<file path="src/hw/timer_pkg.sv">
package timer_pkg;
    // mode encodings
    localparam logic [1:0] MODE_PRESCALED = 2'h0;
    localparam logic [1:0] MODE_WIDE = 2'h1;
    localparam logic [1:0] MODE_RELOAD = 2'h2;
    localparam logic [1:0] MODE_SPLIT = 2'h3;
    // field positions in the mode register, per timer nibble
    localparam int MODE_LO_POS = 0;
    localparam int MODE_HI_POS = 1;
    localparam int SRC_SEL_POS = 2;
    localparam int QUALIFY_POS = 3;
    localparam int TIMER_ONE_NIBBLE = 4;
    // timing
    localparam int CLOCKS_PER_CYCLE = 6;
    localparam logic [2:0] CYCLE_LAST = 3'h5;
    localparam logic [2:0] PHASE_RESET = 3'h0;
    // reset values and prescaler maximum
    localparam logic [7:0] BYTE_RESET = 8'h00;
    localparam logic [7:0] MODE_RESET = 8'h00;
    localparam logic [4:0] PRESCALE_MAX = 5'h1f;
endpackage

</file>
<file path="src/hw/dual_timer_counter.sv">
`timescale 1ns/10ps
// Operation
// - 16-bit mode: events bump low byte, low overflow bumps high, high overflow sets flag.
// - run enable starts counting from present count contents, nothing cleared.
// - source select: clear counts peripheral cycles, set counts the count pin.
// - clock source increments once per six peripheral clocks.
// - pin source samples once per cycle, counts on high then low sample.
// - falling edge detection spans two cycles; max rate one twelfth of clock.
// - gate clear: run enable alone; gate set: interrupt pin also controls; timer one skips run enable while timer zero is in mode three.
// - rollover from all ones to zeros sets the overflow flag.
// - mode zero: 8-bit high byte after modulo-32 prescaler in low five bits.
// - mode two: low byte counts, reloads from high byte on overflow, sets flag.
// - servicing a timer interrupt clears its overflow flag in hardware.
// - timer zero mode three: low byte uses timer zero controls normally.
// - timer zero mode three: high byte counts cycles using timer one run and flag.
// - timer one modes zero to two as timer zero; mode three halts, holds count.
// - timer zero uses low mode nibble, control bits 4,5; timer one the high nibble and bits 6,7.
// - timer one overflow is offered as the serial baud-rate source.
// - mode codes: 00 prescaled, 01 16-bit, 10 auto-reload, 11 split or halt.
// - gate set: count only while interrupt pin high and run enable set; while timer zero is in mode three, timer one needs only the pin.
module dual_timer_counter #(
    // clocks per peripheral cycle
    parameter int CYCLE_CLOCKS = timer_pkg::CLOCKS_PER_CYCLE
) (
    // clock and reset
    input wire logic MCLK,
    input wire logic RST_N,
    input wire logic CLK_EN,
    // mode register write
    input wire logic MODE_WE,
    input wire logic [7:0] MODE_WDATA,
    // control flags: bit4 run zero, bit5 flag zero, bit6 run one, bit7 flag one
    input wire logic CTRL_WE,
    input wire logic [7:0] CTRL_WDATA,
    // count byte writes
    input wire logic LOW_ZERO_WE,
    input wire logic HIGH_ZERO_WE,
    input wire logic LOW_ONE_WE,
    input wire logic HIGH_ONE_WE,
    input wire logic [7:0] COUNT_WDATA,
    // interrupt service acknowledges
    input wire logic SERVICE_ZERO,
    input wire logic SERVICE_ONE,
    // pins
    input wire logic COUNT_PIN_ZERO,
    input wire logic COUNT_PIN_ONE,
    input wire logic EXT_IRQ_PIN_ZERO,
    input wire logic EXT_IRQ_PIN_ONE,
    // state
    output logic [7:0] TIMER_MODE_REGISTER,
    output logic RUN_ENABLE_ZERO,
    output logic RUN_ENABLE_ONE,
    output logic OVERFLOW_FLAG_ZERO,
    output logic OVERFLOW_FLAG_ONE,
    output logic [7:0] COUNT_LOW_ZERO,
    output logic [7:0] COUNT_HIGH_ZERO,
    output logic [7:0] COUNT_LOW_ONE,
    output logic [7:0] COUNT_HIGH_ONE,
    output logic BAUD_TICK
);
    import timer_pkg::*;

    // one timer's increment of its pair; returns {flag, high, low}
    function automatic logic [16:0] step(input logic [1:0] mode, input logic [7:0] lo, input logic [7:0] hi);
        logic [8:0] lsum;
        logic [8:0] hsum;
        logic [5:0] psum;
        lsum = {1'b0, lo} + 9'h001;
        hsum = {1'b0, hi} + 9'h001;
        psum = {1'b0, lo[4:0]} + 6'h01;
        step = {1'b0, hi, lo};
        unique case (mode)
            MODE_PRESCALED: begin
                // upper three low bits left untouched; their content is meaningless
                if (psum[5]) begin
                    step = {hsum[8], hsum[7:0], lo[7:5], 5'h00};
                end else begin
                    step = {1'b0, hi, lo[7:5], psum[4:0]};
                end
            end
            MODE_WIDE: begin
                if (lsum[8]) begin
                    step = {hsum[8], hsum[7:0], 8'h00};
                end else begin
                    step = {1'b0, hi, lsum[7:0]};
                end
            end
            MODE_RELOAD: begin
                if (lsum[8]) begin
                    step = {1'b1, hi, hi};
                end else begin
                    step = {1'b0, hi, lsum[7:0]};
                end
            end
            MODE_SPLIT: begin
                // 8-bit counter on the low byte only, used by timer zero
                step = {lsum[8], hi, lsum[7:0]};
            end
        endcase
    endfunction

    // count pin edge: high in one sample, low in the next
    function automatic logic pin_fell(input logic earlier, input logic later);
        pin_fell = earlier && !later;
    endfunction

    // gate: run bit alone, or run bit and interrupt pin high when qualified
    function automatic logic gate_open(input logic run, input logic qualify, input logic pin);
        gate_open = run && (!qualify || pin);
    endfunction

    logic [2:0] phase_reg;
    logic cycle_tick;
    logic [1:0] cnt_pin_zero_sync;
    logic [1:0] cnt_pin_one_sync;
    logic [1:0] irq_pin_zero_sync;
    logic [1:0] irq_pin_one_sync;
    logic sample_zero_reg;
    logic sample_one_reg;
    logic prev_zero_reg;
    logic prev_one_reg;
    logic [1:0] mode_zero;
    logic [1:0] mode_one;
    logic gate_ok_zero;
    logic gate_ok_one;
    logic event_zero;
    logic event_one;
    logic split_high_event;
    logic [16:0] next_zero;
    logic [16:0] next_one;
    logic [8:0] split_high_sum;
    logic ovf_zero_set;
    logic ovf_one_set;
    logic timer_one_ovf;
    logic src_event_zero;
    logic src_event_one;
    logic qualify_one_ok;
    localparam logic [2:0] PHASE_LAST = 3'(CYCLE_CLOCKS - 1);

    // phase counter is three bits wide, so only two to eight clocks per cycle fit
    if (CYCLE_CLOCKS < 2 || CYCLE_CLOCKS > 8) begin : g_cycle_check
        $error("clocks per cycle out of range");
    end

    // peripheral cycle divider: six clocks per cycle
    always_ff @(posedge MCLK or negedge RST_N) begin
        if (!RST_N) begin
            phase_reg <= PHASE_RESET;
        end else if (CLK_EN) begin
            phase_reg <= (phase_reg == PHASE_LAST) ? PHASE_RESET : phase_reg + 3'h1;
        end
    end
    assign cycle_tick = (phase_reg == PHASE_LAST);

    // count pin synchronisers; stage 0 feeds only stage 1
    always_ff @(posedge MCLK or negedge RST_N) begin
        if (!RST_N) begin
            cnt_pin_zero_sync <= 2'h0;
            cnt_pin_one_sync <= 2'h0;
        end else if (CLK_EN) begin
            cnt_pin_zero_sync <= {cnt_pin_zero_sync[0], COUNT_PIN_ZERO};
            cnt_pin_one_sync <= {cnt_pin_one_sync[0], COUNT_PIN_ONE};
        end
    end

    // gate pin synchronisers; stage 0 feeds only stage 1
    always_ff @(posedge MCLK or negedge RST_N) begin
        if (!RST_N) begin
            irq_pin_zero_sync <= 2'h0;
            irq_pin_one_sync <= 2'h0;
        end else if (CLK_EN) begin
            irq_pin_zero_sync <= {irq_pin_zero_sync[0], EXT_IRQ_PIN_ZERO};
            irq_pin_one_sync <= {irq_pin_one_sync[0], EXT_IRQ_PIN_ONE};
        end
    end

    // timer zero pin sampled once per cycle; edge needs two samples, so rate tops out at clk/12
    always_ff @(posedge MCLK or negedge RST_N) begin
        if (!RST_N) begin
            sample_zero_reg <= 1'b0;
            prev_zero_reg <= 1'b0;
        end else if (CLK_EN && cycle_tick) begin
            sample_zero_reg <= cnt_pin_zero_sync[1];
            prev_zero_reg <= sample_zero_reg;
        end
    end

    // timer one pin sampled the same way
    always_ff @(posedge MCLK or negedge RST_N) begin
        if (!RST_N) begin
            sample_one_reg <= 1'b0;
            prev_one_reg <= 1'b0;
        end else if (CLK_EN && cycle_tick) begin
            sample_one_reg <= cnt_pin_one_sync[1];
            prev_one_reg <= sample_one_reg;
        end
    end

    assign mode_zero = TIMER_MODE_REGISTER[MODE_HI_POS:MODE_LO_POS];
    assign mode_one = TIMER_MODE_REGISTER[TIMER_ONE_NIBBLE + MODE_HI_POS:TIMER_ONE_NIBBLE + MODE_LO_POS];

    // gate: run alone, or run and interrupt pin high
    assign gate_ok_zero = gate_open(RUN_ENABLE_ZERO, TIMER_MODE_REGISTER[QUALIFY_POS],
        irq_pin_zero_sync[1]);
    assign gate_ok_one = gate_open(RUN_ENABLE_ONE, TIMER_MODE_REGISTER[TIMER_ONE_NIBBLE + QUALIFY_POS],
        irq_pin_one_sync[1]);
    // under timer zero split the run bit belongs to the high byte, so only the pin gates timer one
    assign qualify_one_ok = gate_open(1'b1, TIMER_MODE_REGISTER[TIMER_ONE_NIBBLE + QUALIFY_POS],
        irq_pin_one_sync[1]);

    // source per timer; count pin edge seen at a cycle boundary
    assign src_event_zero = TIMER_MODE_REGISTER[SRC_SEL_POS] ?
        pin_fell(prev_zero_reg, sample_zero_reg) : 1'b1;
    assign src_event_one = TIMER_MODE_REGISTER[TIMER_ONE_NIBBLE + SRC_SEL_POS] ?
        pin_fell(prev_one_reg, sample_one_reg) : 1'b1;

    assign event_zero = cycle_tick && gate_ok_zero && src_event_zero;
    // mode three halts timer one and holds its count
    assign event_one = cycle_tick && (mode_one != MODE_SPLIT) &&
        ((mode_zero == MODE_SPLIT) ? qualify_one_ok : gate_ok_one) && src_event_one;
    assign split_high_event = cycle_tick && (mode_zero == MODE_SPLIT) && RUN_ENABLE_ONE;

    assign next_zero = step(mode_zero, COUNT_LOW_ZERO, COUNT_HIGH_ZERO);
    assign next_one = step(mode_one, COUNT_LOW_ONE, COUNT_HIGH_ONE);
    assign split_high_sum = {1'b0, COUNT_HIGH_ZERO} + 9'h001;

    assign ovf_zero_set = event_zero && next_zero[16];
    assign timer_one_ovf = event_one && next_one[16];
    assign ovf_one_set = (mode_zero == MODE_SPLIT) ? (split_high_event && split_high_sum[8]) : timer_one_ovf;

    // mode register
    always_ff @(posedge MCLK or negedge RST_N) begin
        if (!RST_N) begin
            TIMER_MODE_REGISTER <= MODE_RESET;
        end else if (CLK_EN && MODE_WE) begin
            TIMER_MODE_REGISTER <= MODE_WDATA;
        end
    end

    // timer zero run enable; software owns it
    always_ff @(posedge MCLK or negedge RST_N) begin
        if (!RST_N) begin
            RUN_ENABLE_ZERO <= 1'b0;
        end else if (CLK_EN && CTRL_WE) begin
            RUN_ENABLE_ZERO <= CTRL_WDATA[4];
        end
    end

    // timer one run enable; also drives the split high byte
    always_ff @(posedge MCLK or negedge RST_N) begin
        if (!RST_N) begin
            RUN_ENABLE_ONE <= 1'b0;
        end else if (CLK_EN && CTRL_WE) begin
            RUN_ENABLE_ONE <= CTRL_WDATA[6];
        end
    end

    // timer zero flag: hardware set beats service or software clear, so no overflow is lost
    always_ff @(posedge MCLK or negedge RST_N) begin
        if (!RST_N) begin
            OVERFLOW_FLAG_ZERO <= 1'b0;
        end else if (CLK_EN) begin
            if (ovf_zero_set) begin
                OVERFLOW_FLAG_ZERO <= 1'b1;
            end else if (SERVICE_ZERO) begin
                OVERFLOW_FLAG_ZERO <= 1'b0;
            end else if (CTRL_WE) begin
                OVERFLOW_FLAG_ZERO <= CTRL_WDATA[5];
            end
        end
    end

    // timer one flag, taken over by the split high byte
    always_ff @(posedge MCLK or negedge RST_N) begin
        if (!RST_N) begin
            OVERFLOW_FLAG_ONE <= 1'b0;
        end else if (CLK_EN) begin
            if (ovf_one_set) begin
                OVERFLOW_FLAG_ONE <= 1'b1;
            end else if (SERVICE_ONE) begin
                OVERFLOW_FLAG_ONE <= 1'b0;
            end else if (CTRL_WE) begin
                OVERFLOW_FLAG_ONE <= CTRL_WDATA[7];
            end
        end
    end

    // timer zero low byte; a write wins, software stops the timer first
    always_ff @(posedge MCLK or negedge RST_N) begin
        if (!RST_N) begin
            COUNT_LOW_ZERO <= BYTE_RESET;
        end else if (CLK_EN) begin
            if (LOW_ZERO_WE) begin
                COUNT_LOW_ZERO <= COUNT_WDATA;
            end else if (event_zero) begin
                COUNT_LOW_ZERO <= next_zero[7:0];
            end
        end
    end

    // timer zero high byte; reload value may be rewritten at any time
    always_ff @(posedge MCLK or negedge RST_N) begin
        if (!RST_N) begin
            COUNT_HIGH_ZERO <= BYTE_RESET;
        end else if (CLK_EN) begin
            if (HIGH_ZERO_WE) begin
                COUNT_HIGH_ZERO <= COUNT_WDATA;
            end else if (mode_zero == MODE_SPLIT) begin
                if (split_high_event) begin
                    COUNT_HIGH_ZERO <= split_high_sum[7:0];
                end
            end else if (event_zero) begin
                COUNT_HIGH_ZERO <= next_zero[15:8];
            end
        end
    end

    // timer one low byte; mode three leaves it frozen
    always_ff @(posedge MCLK or negedge RST_N) begin
        if (!RST_N) begin
            COUNT_LOW_ONE <= BYTE_RESET;
        end else if (CLK_EN) begin
            if (LOW_ONE_WE) begin
                COUNT_LOW_ONE <= COUNT_WDATA;
            end else if (event_one) begin
                COUNT_LOW_ONE <= next_one[7:0];
            end
        end
    end

    // timer one high byte
    always_ff @(posedge MCLK or negedge RST_N) begin
        if (!RST_N) begin
            COUNT_HIGH_ONE <= BYTE_RESET;
        end else if (CLK_EN) begin
            if (HIGH_ONE_WE) begin
                COUNT_HIGH_ONE <= COUNT_WDATA;
            end else if (event_one) begin
                COUNT_HIGH_ONE <= next_one[15:8];
            end
        end
    end

    // baud source: timer one overflow, registered, valid even while split
    always_ff @(posedge MCLK or negedge RST_N) begin
        if (!RST_N) begin
            BAUD_TICK <= 1'b0;
        end else if (CLK_EN) begin
            BAUD_TICK <= timer_one_ovf;
        end
    end
endmodule

</file>
<file path="config.mk">
export PLATFORM = sky130hd
export DESIGN_NAME = dual_timer_counter
export DESIGN_NICKNAME = d
export VERILOG_FILES = /design/src/hw/timer_pkg.sv /design/src/hw/dual_timer_counter.sv
export SDC_FILE = /design/constraint.sdc
export NUM_CORES = 1
export LEC_CHECK = 0
export BUFFER_PORTS_ARGS = -buffer_cell sky130_fd_sc_hd__buf_2
export CAP_MARGIN = 20
export CORE_UTILIZATION = 52
export CTS_CLUSTER_SIZE = 30
export DETAILED_ROUTE_END_ITERATION = 6
export GPL_TIMING_DRIVEN = 0
export HOLD_SLACK_MARGIN = 0.02
export PLACE_DENSITY = 0.77
export SLEW_MARGIN = 5
export SYNTH_ARGS = -nofsm -noshare
export SYNTH_HDL_FRONTEND = slang
export SYNTH_SLANG_ARGS = --single-unit
</file>
<file path="constraint.sdc">
create_clock -name MCLK -period 3.1 [get_ports MCLK]
set_input_delay 0.62 -clock MCLK [delete_from_list [all_inputs] [get_ports MCLK]]
set_output_delay 0.62 -clock MCLK [all_outputs]
set_load 0.02 [all_outputs]
</file>
* Yosys cells after proc, flatten, opt, wreduce, memory -nomap -nowiden
Index checks and enable logic that the tools add are counted.
** Storage, ports and cells
- Register bits :: 60
- Input bits :: 39
- Output and inout bits :: 45
- Word-level logic and storage cells :: 114
** Cells by class
- Add/subtract/negate cells :: 7
- Eq/ne operators :: 18
- Mux-type cells :: 29
- Reductions and logical operators :: 39
** Operators by type and width (number)
- $pmux 17 s4 :: 2
- $mux 17 :: 6
- $mux 8 :: 10
- $add 8x1->9 const B :: 4
- $logic_and 1x1->1 :: 17
- $add 5x1->6 const B :: 2
- $ne 3x3->1 const B :: 4
- $reduce_and 6->1 :: 2
- $mux 1 :: 10
- $ne 2x2->1 const B :: 5
- $reduce_bool 3->1 :: 3
- $eq 2x2->1 const B :: 4
- $ne 4x4->1 const B :: 2
- $reduce_and 2->1 :: 4
- $reduce_and 3->1 :: 2
- $reduce_bool 2->1 :: 3
- $eq 2x1->1 const B :: 2
- $logic_not 1->1 :: 4
- $logic_not 2->1 :: 2
- $add 3x1->3 const B :: 1
- $eq 3x3->1 const B :: 1
- $mux 3 :: 1
- $logic_or 1x1->1 :: 2

* Longest topological paths before layout
Gate-level depths: netlist of run 1.
- Depth in word-level cells :: 10
- Gate-level depth with buffers :: 8
- Mapped depth without buffers :: 7

* Least setup slack after synthesis of run 1
Ideal clock, no wire load.
- Path kind :: reg-to-reg
- Start point :: register COUNT_LOW_ONE[0]
- End point :: register COUNT_HIGH_ONE[2]
- Library setup time :: 0.126 ns
- Data arrival time :: 2.248 ns
- Data required time :: 2.974 ns
- Path slack :: 0.726 ns
- Cell stages (with the launch flop) :: 9
- Path buffers :: 1
- Period minus slack after synthesis :: 2.374 ns
- Cells stage by stage :: dfrtp_1 -> ha_1 -> nand3_1 -> nor3_2 -> mux2i_1 -> or3_1 -> buf_6 -> o211a_1 -> a311o_1
** On the way
- Cells in the longest elaborated chain, start to end :: 3
- Elaborated cells between the ends (all ways) :: 5
- Classes of those cells :: add/sub (2); eq/ne (2); reduce/logical (1)
** RTL lines
- from (decl) :: line dual_timer_counter.sv:57 : output logic [7:0] COUNT_LOW_ONE,
- from (signal assigned) :: line dual_timer_counter.sv:326 : COUNT_LOW_ONE <= next_one[7:0];
- $add 8x1->9 / $add 5x1->6 (equally long branches) :: line dual_timer_counter.sv:68, dual_timer_counter.sv:70
- $ne 3x3->1 (no line)
- $reduce_and 6->1 (no line) (*)
- to (signal assigned) :: line dual_timer_counter.sv:339 : COUNT_HIGH_ONE <= next_one[15:8];
- to (decl) :: line dual_timer_counter.sv:58 : output logic [7:0] COUNT_HIGH_ONE,
Mark *: on every way between the ends. The rest lies on a longest branch, timed or not.
A chain may end at the register's enable or synchronous reset.

* Worst setup path in the final report of run 1
- Start point :: register COUNT_LOW_ONE[0]
- End point :: register COUNT_HIGH_ONE[1]
The elaborated chain is that of the path after synthesis.

==> out/qor.yml, run 1 <==
finish:
  num-fill-cells: 574
  diodes: 0
  final_nets: 535
  layout_commonest_cell: "buf_2"
  area_growth_pct: 19.1
  fin_cells: 593
  final_cell_mix: "buf_2 (77), dfrtp_1 (60), nand2_1 (40), nor2_1 (31), a21oi_1 (23)"
  drive_above_1_share_pct: 26.6
clock_network:
  numCtsBuffers: 9
  cts_tree: "done"
  cts_max_level: 3
  ctsResizeCount: 0
  clkTransAtPathRegs_ns: 0.08
  cts-hold-fix-buffers: 0
  clock_path_buffers: 2
  clk_latency_ns: 0.35
  post-cts-setup-buffers: 0
  clock_sinks: 60
  root_buffer: "clkbuf_8"
worst_setup_path:
  r2r.worst_path.cells: 7
  critPathKind: "reg -> reg"
  r2r-end: "COUNT_HIGH_ONE[1]"
  required_ns: 3.37
  crit_chain: "ha_1 -> nand3_1 -> nor3_2 -> mux2i_1 -> o31ai_1 -> o32ai_1 -> a31oi_1"
  crit_cells: 7
  cp-start-kind: "flip-flop"
  path_max_fanout: 7
  worst-path-buf-inv: 0
  end_kind: "flip-flop"
  reg2reg_from: "COUNT_LOW_ONE[0]"
  slowest_stage: "o31ai_1"
  critical-path-top-delay-family: "compound AO/OA/AOI/OAI gates"
  critPathMaxStageDelay_ns: 0.79
  arrival_ns: 3.02
  r2r_slack_ns: 0.34
power:
  intPower_mw: 1.55
  p_switching_mw: 0.992
  p_leak_nw: 1.92
  switching_share_pct: 39.1
  ir_drop_mv: 0.354
  p_comb_share_pct: 30.7
  seqPwrFrac_pct: 43.9
  p_per_area_nw_per_um2: 580
  clock_power_share_pct: 25.5
placement:
  dp.cells: 577
  io_buffers: 77
  finalWeightedCongestion: 0.977
  place.detailed.hpwl_mm: 7.55
sta:
  slew_viol_final: 0
  fin_skew_ns: 0.0128
  worst_slew_pin_slew_ns: 0.913
  fmax_mhz: 363
  setup_violations: 0
  final.setup.tns_ns: 0
  rsz0062_at_grt: "no"
  hold_violations: 0
  min_period_ns: 2.76
  slew_headroom_pct: 38.6
  finalCritPeriodShare_pct: 88.9
synth:
  syn-num-nets: 446
  ys.flop_type: "dfrtp_1"
  ys_warn_count: 0
  ys_types: 64
  synth_area_leaders: "dfrtp_1 (41%), mux2_2 (6.7%), nand2_1 (4.1%)"
  netlist_instances: 403
  ys_seq_area_share_pct: 40.9
  yosys.area.top_type: "dfrtp_1"
  synth_top_area_share_pct: 40.9
  synth-seq-cells: 60
  syn_area_per_cell_um2: 9.12
  async_flop_share_pct: 100
  synth-edff-count: 0
  synth_area_um2: 3670
status:
  status: "finished, final reports clean"
routing:
  first_iter_violations: 382
  ant_nets: 0
  wirelength_mm: 10.3
  drc: 0
  dr.pass1.iters: 5
  routedWlPerCell_um: 17.3
  viasPerCell: 6.13
  via_count: 3638
flow_run:
  maxCapViolCount: 0
grt:
  overflow: 0
  grt_max_degree: 33
  grtUsageTotal_pct: 28.7
  grt_pass1_wl_mm: 16.3
  antenna_found_initial: 0
  first_global_vias: 3250
floorplanning:
  std_cell_rows: 30
  die_h_um: 86.1
  die-area_um2: 7400
  dieWidth_um: 86.1
  core_um2: 6790
  initial_utilization_pct: 54.1
  io_pins: 84
hold_path:
  hold_path_class: "in -> async"
power by group through the flow:
stage | clock network, mW | registers [mW] | logic [mW]
4_1_cts | 0.659 | 1.11 | 0.776
5_1_grt | 0.689 | 1.14 | 0.851
2_1_floorplan | 0 | 1.19 | 0.435
3_3_place_gp | 0 | 1.12 | 0.753
3_5_place_dp | 0 | 1.12 | 0.773
6_report | 0.647 | 1.11 | 0.778
synth_stat cells (6+ instances only):
cell type  instances
o22ai_1           10
mux2_2            22
inv_1             17
clkbuf_1          16
o21ai_0           20
or2_2              6
or3_1              6
nor2b_1            7
dfrtp_1           60
a31oi_1            8
xor2_1             8
and2_1             6
nand3_1           16
a21oi_1           23
nand2_1           40
nor2_1            31
o211ai_1           8
nor3_1             7
metrics by stage:
step	power, mW	util (%)	worst slack, ns	area (µm²)	hold slack, ns
after detailed placement	1.90	61.8	0.489	4200	0.492
after global routing	2.68	64.4	0.225	4380	0.369
final	2.54	64.4	0.343	4380	0.310
after global placement	1.87	61.5	0.531	4180	0.484
after CTS	2.54	64.4	0.460	4380	0.333
after floorplan	1.62	-	0.726	3670	0.324
cell families after synthesis:
kind of cell,count (synthesis),share of synthesized area [%]
and+or+nand+nor,146,20.5
adders and majority gates,4,1.36
DFF,60,40.9
muxes,26,7.83
xor gates and xnor gates,12,2.86
AOI/OAI and AO/OA,118,22.5
buffers and inverters,37,3.99
layout make-up:
cell class	count	area [µm²]	area share (%)
Clock inverter	7	52.6	1.20
Timing Repair Buffer	78	405	9.27
Inverter	18	67.6	1.54
Clock buffer	9	124	2.83
Buffer	19	78.8	1.80
Multi-Input combinational cell	306	2030	46.3
Tap cell	96	120	2.75
Sequential cell	60	1500	34.3
how the worst max path moves through the flow:
stage	slack, ns	start	end
final	0.34	COUNT_LOW_ONE[0]	COUNT_HIGH_ONE[1]
after global placement	0.53	COUNT_LOW_ONE[0]	COUNT_HIGH_ONE[1]
after floorplan	0.73	COUNT_LOW_ONE[0]	COUNT_HIGH_ONE[2]
after global routing	0.23	COUNT_LOW_ONE[0]	COUNT_HIGH_ONE[1]
after detailed placement	0.49	COUNT_LOW_ONE[0]	COUNT_HIGH_ONE[1]
after CTS	0.46	COUNT_LOW_ONE[0]	COUNT_HIGH_ONE[1]
worst register-to-register path, delay by kind of cell, from the launching register on:
kind	cells	cell delay [ns]
compound gates	3	1.22
flops	1	0.49
mux	1	0.21
simple gates	2	0.53
fa+ha+maj	1	0.23
routing by layer:
metal | vias to the layer above | track usage, % | share of wire [%]
met1 | 1742 | 41.2 | 45
met3 | 24 | 5.20 | 7.8
met5 | - | 0 | 0
met4 | 0 | 11.8 | 2.2
li1 | 1681 | - | -
met2 | 191 | 42.9 | 45
(Power assumes the default switching activity.)
==> run 2, diff against run 1 <==
--- a/config.mk
+++ b/config.mk
@@ -13,6 +13,7 @@
 export GPL_TIMING_DRIVEN = 0
 export HOLD_SLACK_MARGIN = 0.02
 export PLACE_DENSITY = 0.77
+export RECOVER_POWER = 50
 export SLEW_MARGIN = 5
 export SYNTH_ARGS = -nofsm -noshare
 export SYNTH_HDL_FRONTEND = slang
==> run 2 against run 1 <==
The flow now finishes with violations (capacitance limit, slew limit). Die area is the same. Critical path depth is the same. Power shrank 0.68%. Flip-flop and latch count is the same. Worst setup slack gained 0.0020 ns. Clock skew grew 0.00062 ns. Combinational power shrank 2%. Register-to-register slack is essentially flat. Cell count is the same.
==> out/qor.yml, run 2 (same netlist as run 1, synthesis figures left out) <==
placement:
  finalWeightedCongestion: 0.977
  io_buffers: 77
  place.detailed.hpwl_mm: 7.55
grt:
  overflow: 0
  use_met1_pct: 41.2
  grt_max_degree: 33
  grt_util_met2_pct: 42.9
  first_global_vias: 3250
  grt_pass1_wl_mm: 16.3
  use_met3_pct: 5.20
  gr-max-usage-layer: "met2"
  antenna_found_initial: 0
  grtUsageTotal_pct: 28.7
worst_setup_path:
  cp-start-kind: "flip-flop"
  arrival_ns: 3.03
  critPathKind: "reg -> reg"
  path_max_fanout: 7
  required_ns: 3.37
  end_kind: "flip-flop"
clock_network:
  ctsResizeCount: 0
  cts_max_level: 3
  clock_path_buffers: 2
  numCtsBuffers: 9
  clk_latency_ns: 0.36
  cts-hold-fix-buffers: 0
  cts_tree: "done"
  post-cts-setup-buffers: 0
  clkTransAtPathRegs_ns: 0.08
  clock_sinks: 60
  root_buffer: "clkbuf_8"
floorplanning:
  core_um2: 6790
  io_pins: 84
  initial_utilization_pct: 54.1
  die-area_um2: 7400
  std_cell_rows: 30
  die_h_um: 86.1
  dieWidth_um: 86.1
routing:
  via_count: 3590
  viasPerCell: 6.05
  wirelength_mm: 10.3
  ant_nets: 0
  drc: 0
  first_iter_violations: 444
  dr.pass1.iters: 5
  routedWlPerCell_um: 17.3
sta:
  fin_skew_ns: 0.0134
  setup_violations: 0
  hold_violations: 0
  min_period_ns: 2.76
  slew_headroom_pct: -5.12
  final.setup.tns_ns: 0
  finalCritPeriodShare_pct: 88.9
  slew_viol_final: 30
  fmax_mhz: 363
  worst_slew_pin_slew_ns: 1.58
  rsz0062_at_grt: "no"
flow_run:
  maxCapViolCount: 1
power:
  ir_drop_mv: 0.355
  p_per_area_nw_per_um2: 584
  clock_power_share_pct: 25.9
  p_switching_mw: 0.991
  intPower_mw: 1.53
  power.total_mw: 2.52
  p_comb_share_pct: 30.2
  p_leak_nw: 1.84
  seqPwrFrac_pct: 43.9
  switching_share_pct: 39.3
finish:
  layout_commonest_cell: "dfrtp_1"
  drive_above_1_share_pct: 22.5
  num-fill-cells: 585
  final_cell_mix: "dfrtp_1 (60), buf_2 (58), nand2_1 (40), clkbuf_1 (35), nor2_1 (31)"
  diodes: 0
  final_nets: 535
  area_growth_pct: 17.6
status:
  status: "finished with violations"
  violations: "capacitance limit, slew limit"
hold_path:
  hold_path_class: "in -> reg"
-- run 2: worst paths after layout --
check,from,end,slack [ns],cells past startpoint
worst max-delay path,COUNT_LOW_ONE[0],COUNT_HIGH_ONE[1],0.34,7
max in group asynchronous,RST_N,cnt_pin_one_sync[1],0.92,2
min in group asynchronous,RST_N,COUNT_LOW_ONE[0],0.65,1
worst min register to register,irq_pin_zero_sync[0],irq_pin_zero_sync[0],0.51,1
worst max register to register,COUNT_LOW_ONE[0],COUNT_HIGH_ONE[1],0.34,7
worst min-delay path,MODE_WDATA[3],TIMER_MODE_REGISTER[3],0.50,2
-- run 2: power groups by stage --
stage                     combinational [mW]  sequential (mW)  clock [mW]
after floorplan                        0.435             1.19           0
after global routing                   0.833             1.13       0.689
after CTS                              0.776             1.11       0.659
final                                  0.762             1.11       0.652
after detailed placement               0.773             1.12           0
after global placement                 0.753             1.12           0
-- run 2: layer usage --
layer  routed length, µm  up-vias
met3                 830       20
li1                    -     1680
met1                4560     1715
met2                4670      175
met4                 221        0
met5                   0        -
-- run 2: worst max-delay path: stages, from the launching register on --
cell,delay [ns]
dfrtp_1,0.49
ha_1,0.23
nand3_1,0.19
nor3_2,0.33
mux2i_1,0.22
o31ai_1,0.79
o32ai_1,0.23
a31oi_1,0.20
-- run 2: cell type report --
type / instances / area, µm² / area share [%]
Buffer: 19 / 78.8 / 1.82
Sequential cell: 60 / 1500 / 34.7
Timing Repair Buffer: 78 / 367 / 8.48
Tap cell: 96 / 120 / 2.78
Clock buffer: 9 / 124 / 2.87
Clock inverter: 7 / 52.6 / 1.22
Inverter: 18 / 67.6 / 1.56
Multi-Input combinational cell: 306 / 2010 / 46.5
-- run 2: metrics by stage --
step | instances | hold WS [ns] | instance area, µm² | util [%] | setup slack (ns)
global route | 593 | 0.490 | 4320 | 63.6 | 0.225
floorplan | 403 | 0.324 | 3670 | - | 0.726
global placement | 576 | 0.484 | 4180 | 61.5 | 0.531
detailed placement | 577 | 0.492 | 4200 | 61.8 | 0.489
finish | 593 | 0.496 | 4320 | 63.6 | 0.345
CTS | 593 | 0.333 | 4380 | 64.4 | 0.460
==> run 3, diff against run 2 <==
--- a/config.mk
+++ b/config.mk
@@ -7,12 +7,14 @@
 export LEC_CHECK = 0
 export BUFFER_PORTS_ARGS = -buffer_cell sky130_fd_sc_hd__buf_2
 export CAP_MARGIN = 20
-export CORE_UTILIZATION = 52
+export CELL_PAD_IN_SITES_DETAIL_PLACEMENT = 1
+export CELL_PAD_IN_SITES_GLOBAL_PLACEMENT = 1
+export CORE_UTILIZATION = 41
 export CTS_CLUSTER_SIZE = 30
 export DETAILED_ROUTE_END_ITERATION = 6
 export GPL_TIMING_DRIVEN = 0
 export HOLD_SLACK_MARGIN = 0.02
-export PLACE_DENSITY = 0.77
+export PLACE_DENSITY_LB_ADDON = 0.1
 export RECOVER_POWER = 50
 export SLEW_MARGIN = 5
 export SYNTH_ARGS = -nofsm -noshare
==> run 3 against run 2 <==
The run still ends with capacitance limit, slew limit left. Critical endpoint unchanged. Flip-flop and latch count unchanged. Critical path depth did not move. Power grew 7.1%. Sequential power about the same. Largest cell class unchanged.
==> out/qor.yml, run 3 (same netlist as run 1, synthesis figures left out) <==
hold_path:
  worstHoldStart: "cnt_pin_zero_sync[0]"
  whs_path_depth: 1
  holdPathEnd: "cnt_pin_zero_sync[0]"
  hold_path_class: "reg -> reg"
clock_network:
  clock_path_buffers: 2
  root_buffer: "clkbuf_8"
  post-cts-setup-buffers: 0
  numCtsBuffers: 9
  ctsResizeCount: 0
  clkTransAtPathRegs_ns: 0.08
  cts_tree: "done"
  cts_max_level: 3
  clock_sinks: 60
  clk_latency_ns: 0.34
  cts-hold-fix-buffers: 0
power:
  p_per_area_nw_per_um2: 617
  ir_drop_mv: 0.283
  p_leak_nw: 1.86
  power.total_mw: 2.70
routing:
  wirelength_mm: 12.0
  first_iter_violations: 173
  viasPerCell: 5.92
  via_count: 3573
  ant_nets: 0
  routed-wl-met2_mm: 5.99
  drc: 0
  top_layer: "met4"
  wl_met3_um: 612
  dr.pass1.iters: 4
  routedWlPerCell_um: 19.8
  met1_length_mm: 5.22
worst_setup_path:
  arrival_ns: 3.01
  cp-start-kind: "flip-flop"
  r2r.worst_path.cells: 7
  reg2reg_from: "COUNT_LOW_ONE[0]"
  critPathMaxStageDelay_ns: 0.87
  required_ns: 3.36
  slowest_stage: "o31ai_1"
  r2r_slack_ns: 0.35
  r2r-end: "COUNT_HIGH_ONE[1]"
  path_max_fanout: 7
  critPathKind: "reg -> reg"
  crit_chain: "ha_1 -> nand3_1 -> nor3_2 -> mux2i_1 -> o31ai_1 -> o32ai_1 -> a31oi_1"
  end_kind: "flip-flop"
grt:
  first_global_vias: 3674
  grt_max_degree: 61
  overflow: 0
  grt_pass1_wl_mm: 19.5
  grtUsageTotal_pct: 26.5
  antenna_found_initial: 0
sta:
  worst_slew_pin_slew_ns: 1.57
  fmax_mhz: 364
  final.setup.tns_ns: 0
  setup_violations: 0
  rsz0062_at_grt: "no"
  fin_skew_ns: 0.00979
  slew_viol_final: 61
  hold_violations: 0
  min_period_ns: 2.75
  slew_headroom_pct: -4.47
  finalCritPeriodShare_pct: 88.7
placement:
  io_buffers: 77
  finalWeightedCongestion: 0.873
  dp.cells: 588
  place.detailed.hpwl_mm: 8.88
flow_run:
  maxCapViolCount: 1
floorplanning:
  dieWidth_um: 96.7
  die-area_um2: 9340
  std_cell_rows: 34
  die_h_um: 96.7
  core_um2: 8680
  io_pins: 84
  initial_utilization_pct: 42.3
finish:
  layout_commonest_cell: "dfrtp_1"
  diodes: 0
  area_growth_pct: 19.2
  fin_cells: 604
  num-fill-cells: 1076
  final_nets: 534
  post-route-util_pct: 50.5
  final_cell_mix: "dfrtp_1 (60), buf_2 (58), nand2_1 (40), clkbuf_1 (34), nor2_1 (31)"
  drive_above_1_share_pct: 22.6
status:
  status: "finished with violations"
  violations: "capacitance limit, slew limit"
## run 3: changes by cell type in the layout (fill, tap and decap cells not counted), sizes merged
cell    delta
clkinv     -2
bufinv     +2
clkbuf     -1
## run 3: worst max-delay path, delay by kind of cell (launching register included)
| family | cells | cell delay, ns |
|---|---|---|
| AOI/OAI and AO/OA | 3 | 1.26 |
| adders and majority gates | 1 | 0.23 |
| DFF | 1 | 0.47 |
| muxes | 1 | 0.20 |
| and+or+nand+nor | 2 | 0.50 |
## run 3: layout make-up
type | count | area (µm²) | area share [%]
plain buffers | 19 | 78.8 | 1.80
repair buffers | 77 | 363 | 8.29
inverters | 18 | 67.6 | 1.54
clock buffers | 9 | 124 | 2.83
well taps | 108 | 135 | 3.09
clock inverters | 7 | 98.8 | 2.26
multi-input cells | 306 | 2010 | 45.9
flip-flops and latches | 60 | 1500 | 34.3
## run 3: how the worst max path moves through the flow
stage	slack, ns	from	endpoint
2_1_floorplan	0.73	COUNT_LOW_ONE[0]	COUNT_HIGH_ONE[2]
3_3_place_gp	0.45	COUNT_LOW_ONE[0]	COUNT_HIGH_ONE[1]
3_5_place_dp	0.35	COUNT_LOW_ONE[0]	COUNT_HIGH_ONE[1]
4_1_cts	0.33	COUNT_LOW_ONE[0]	COUNT_HIGH_ONE[1]
5_1_grt	0.05	COUNT_LOW_ONE[0]	COUNT_HIGH_ONE[1]
6_report	0.35	COUNT_LOW_ONE[0]	COUNT_HIGH_ONE[1]
## run 3: metrics by stage
stage | hold slack [ns] | instance area [µm²] | setup slack, ns
2_1_floorplan | 0.324 | 3670 | 0.726
3_3_place_gp | 0.481 | 4190 | 0.452
3_5_place_dp | 0.496 | 4200 | 0.351
4_1_cts | 0.386 | 4420 | 0.326
5_1_grt | 0.491 | 4380 | 0.0518
6_report | 0.506 | 4380 | 0.352
## run 3: report_power, final
part	leakage (nW)	internal [mW]	switching (mW)
clock	0.110	0.457	0.356
sequential	0.723	0.925	0.185
combinational	1.03	0.312	0.466
total	1.86	1.69	1.01
## run 3: per-layer routing
metal,vias up,track usage [%]
met3,13,4.26
met2,83,45.2
met5,-,0
met1,1805,34.2
li1,1672,-
met4,0,8.38
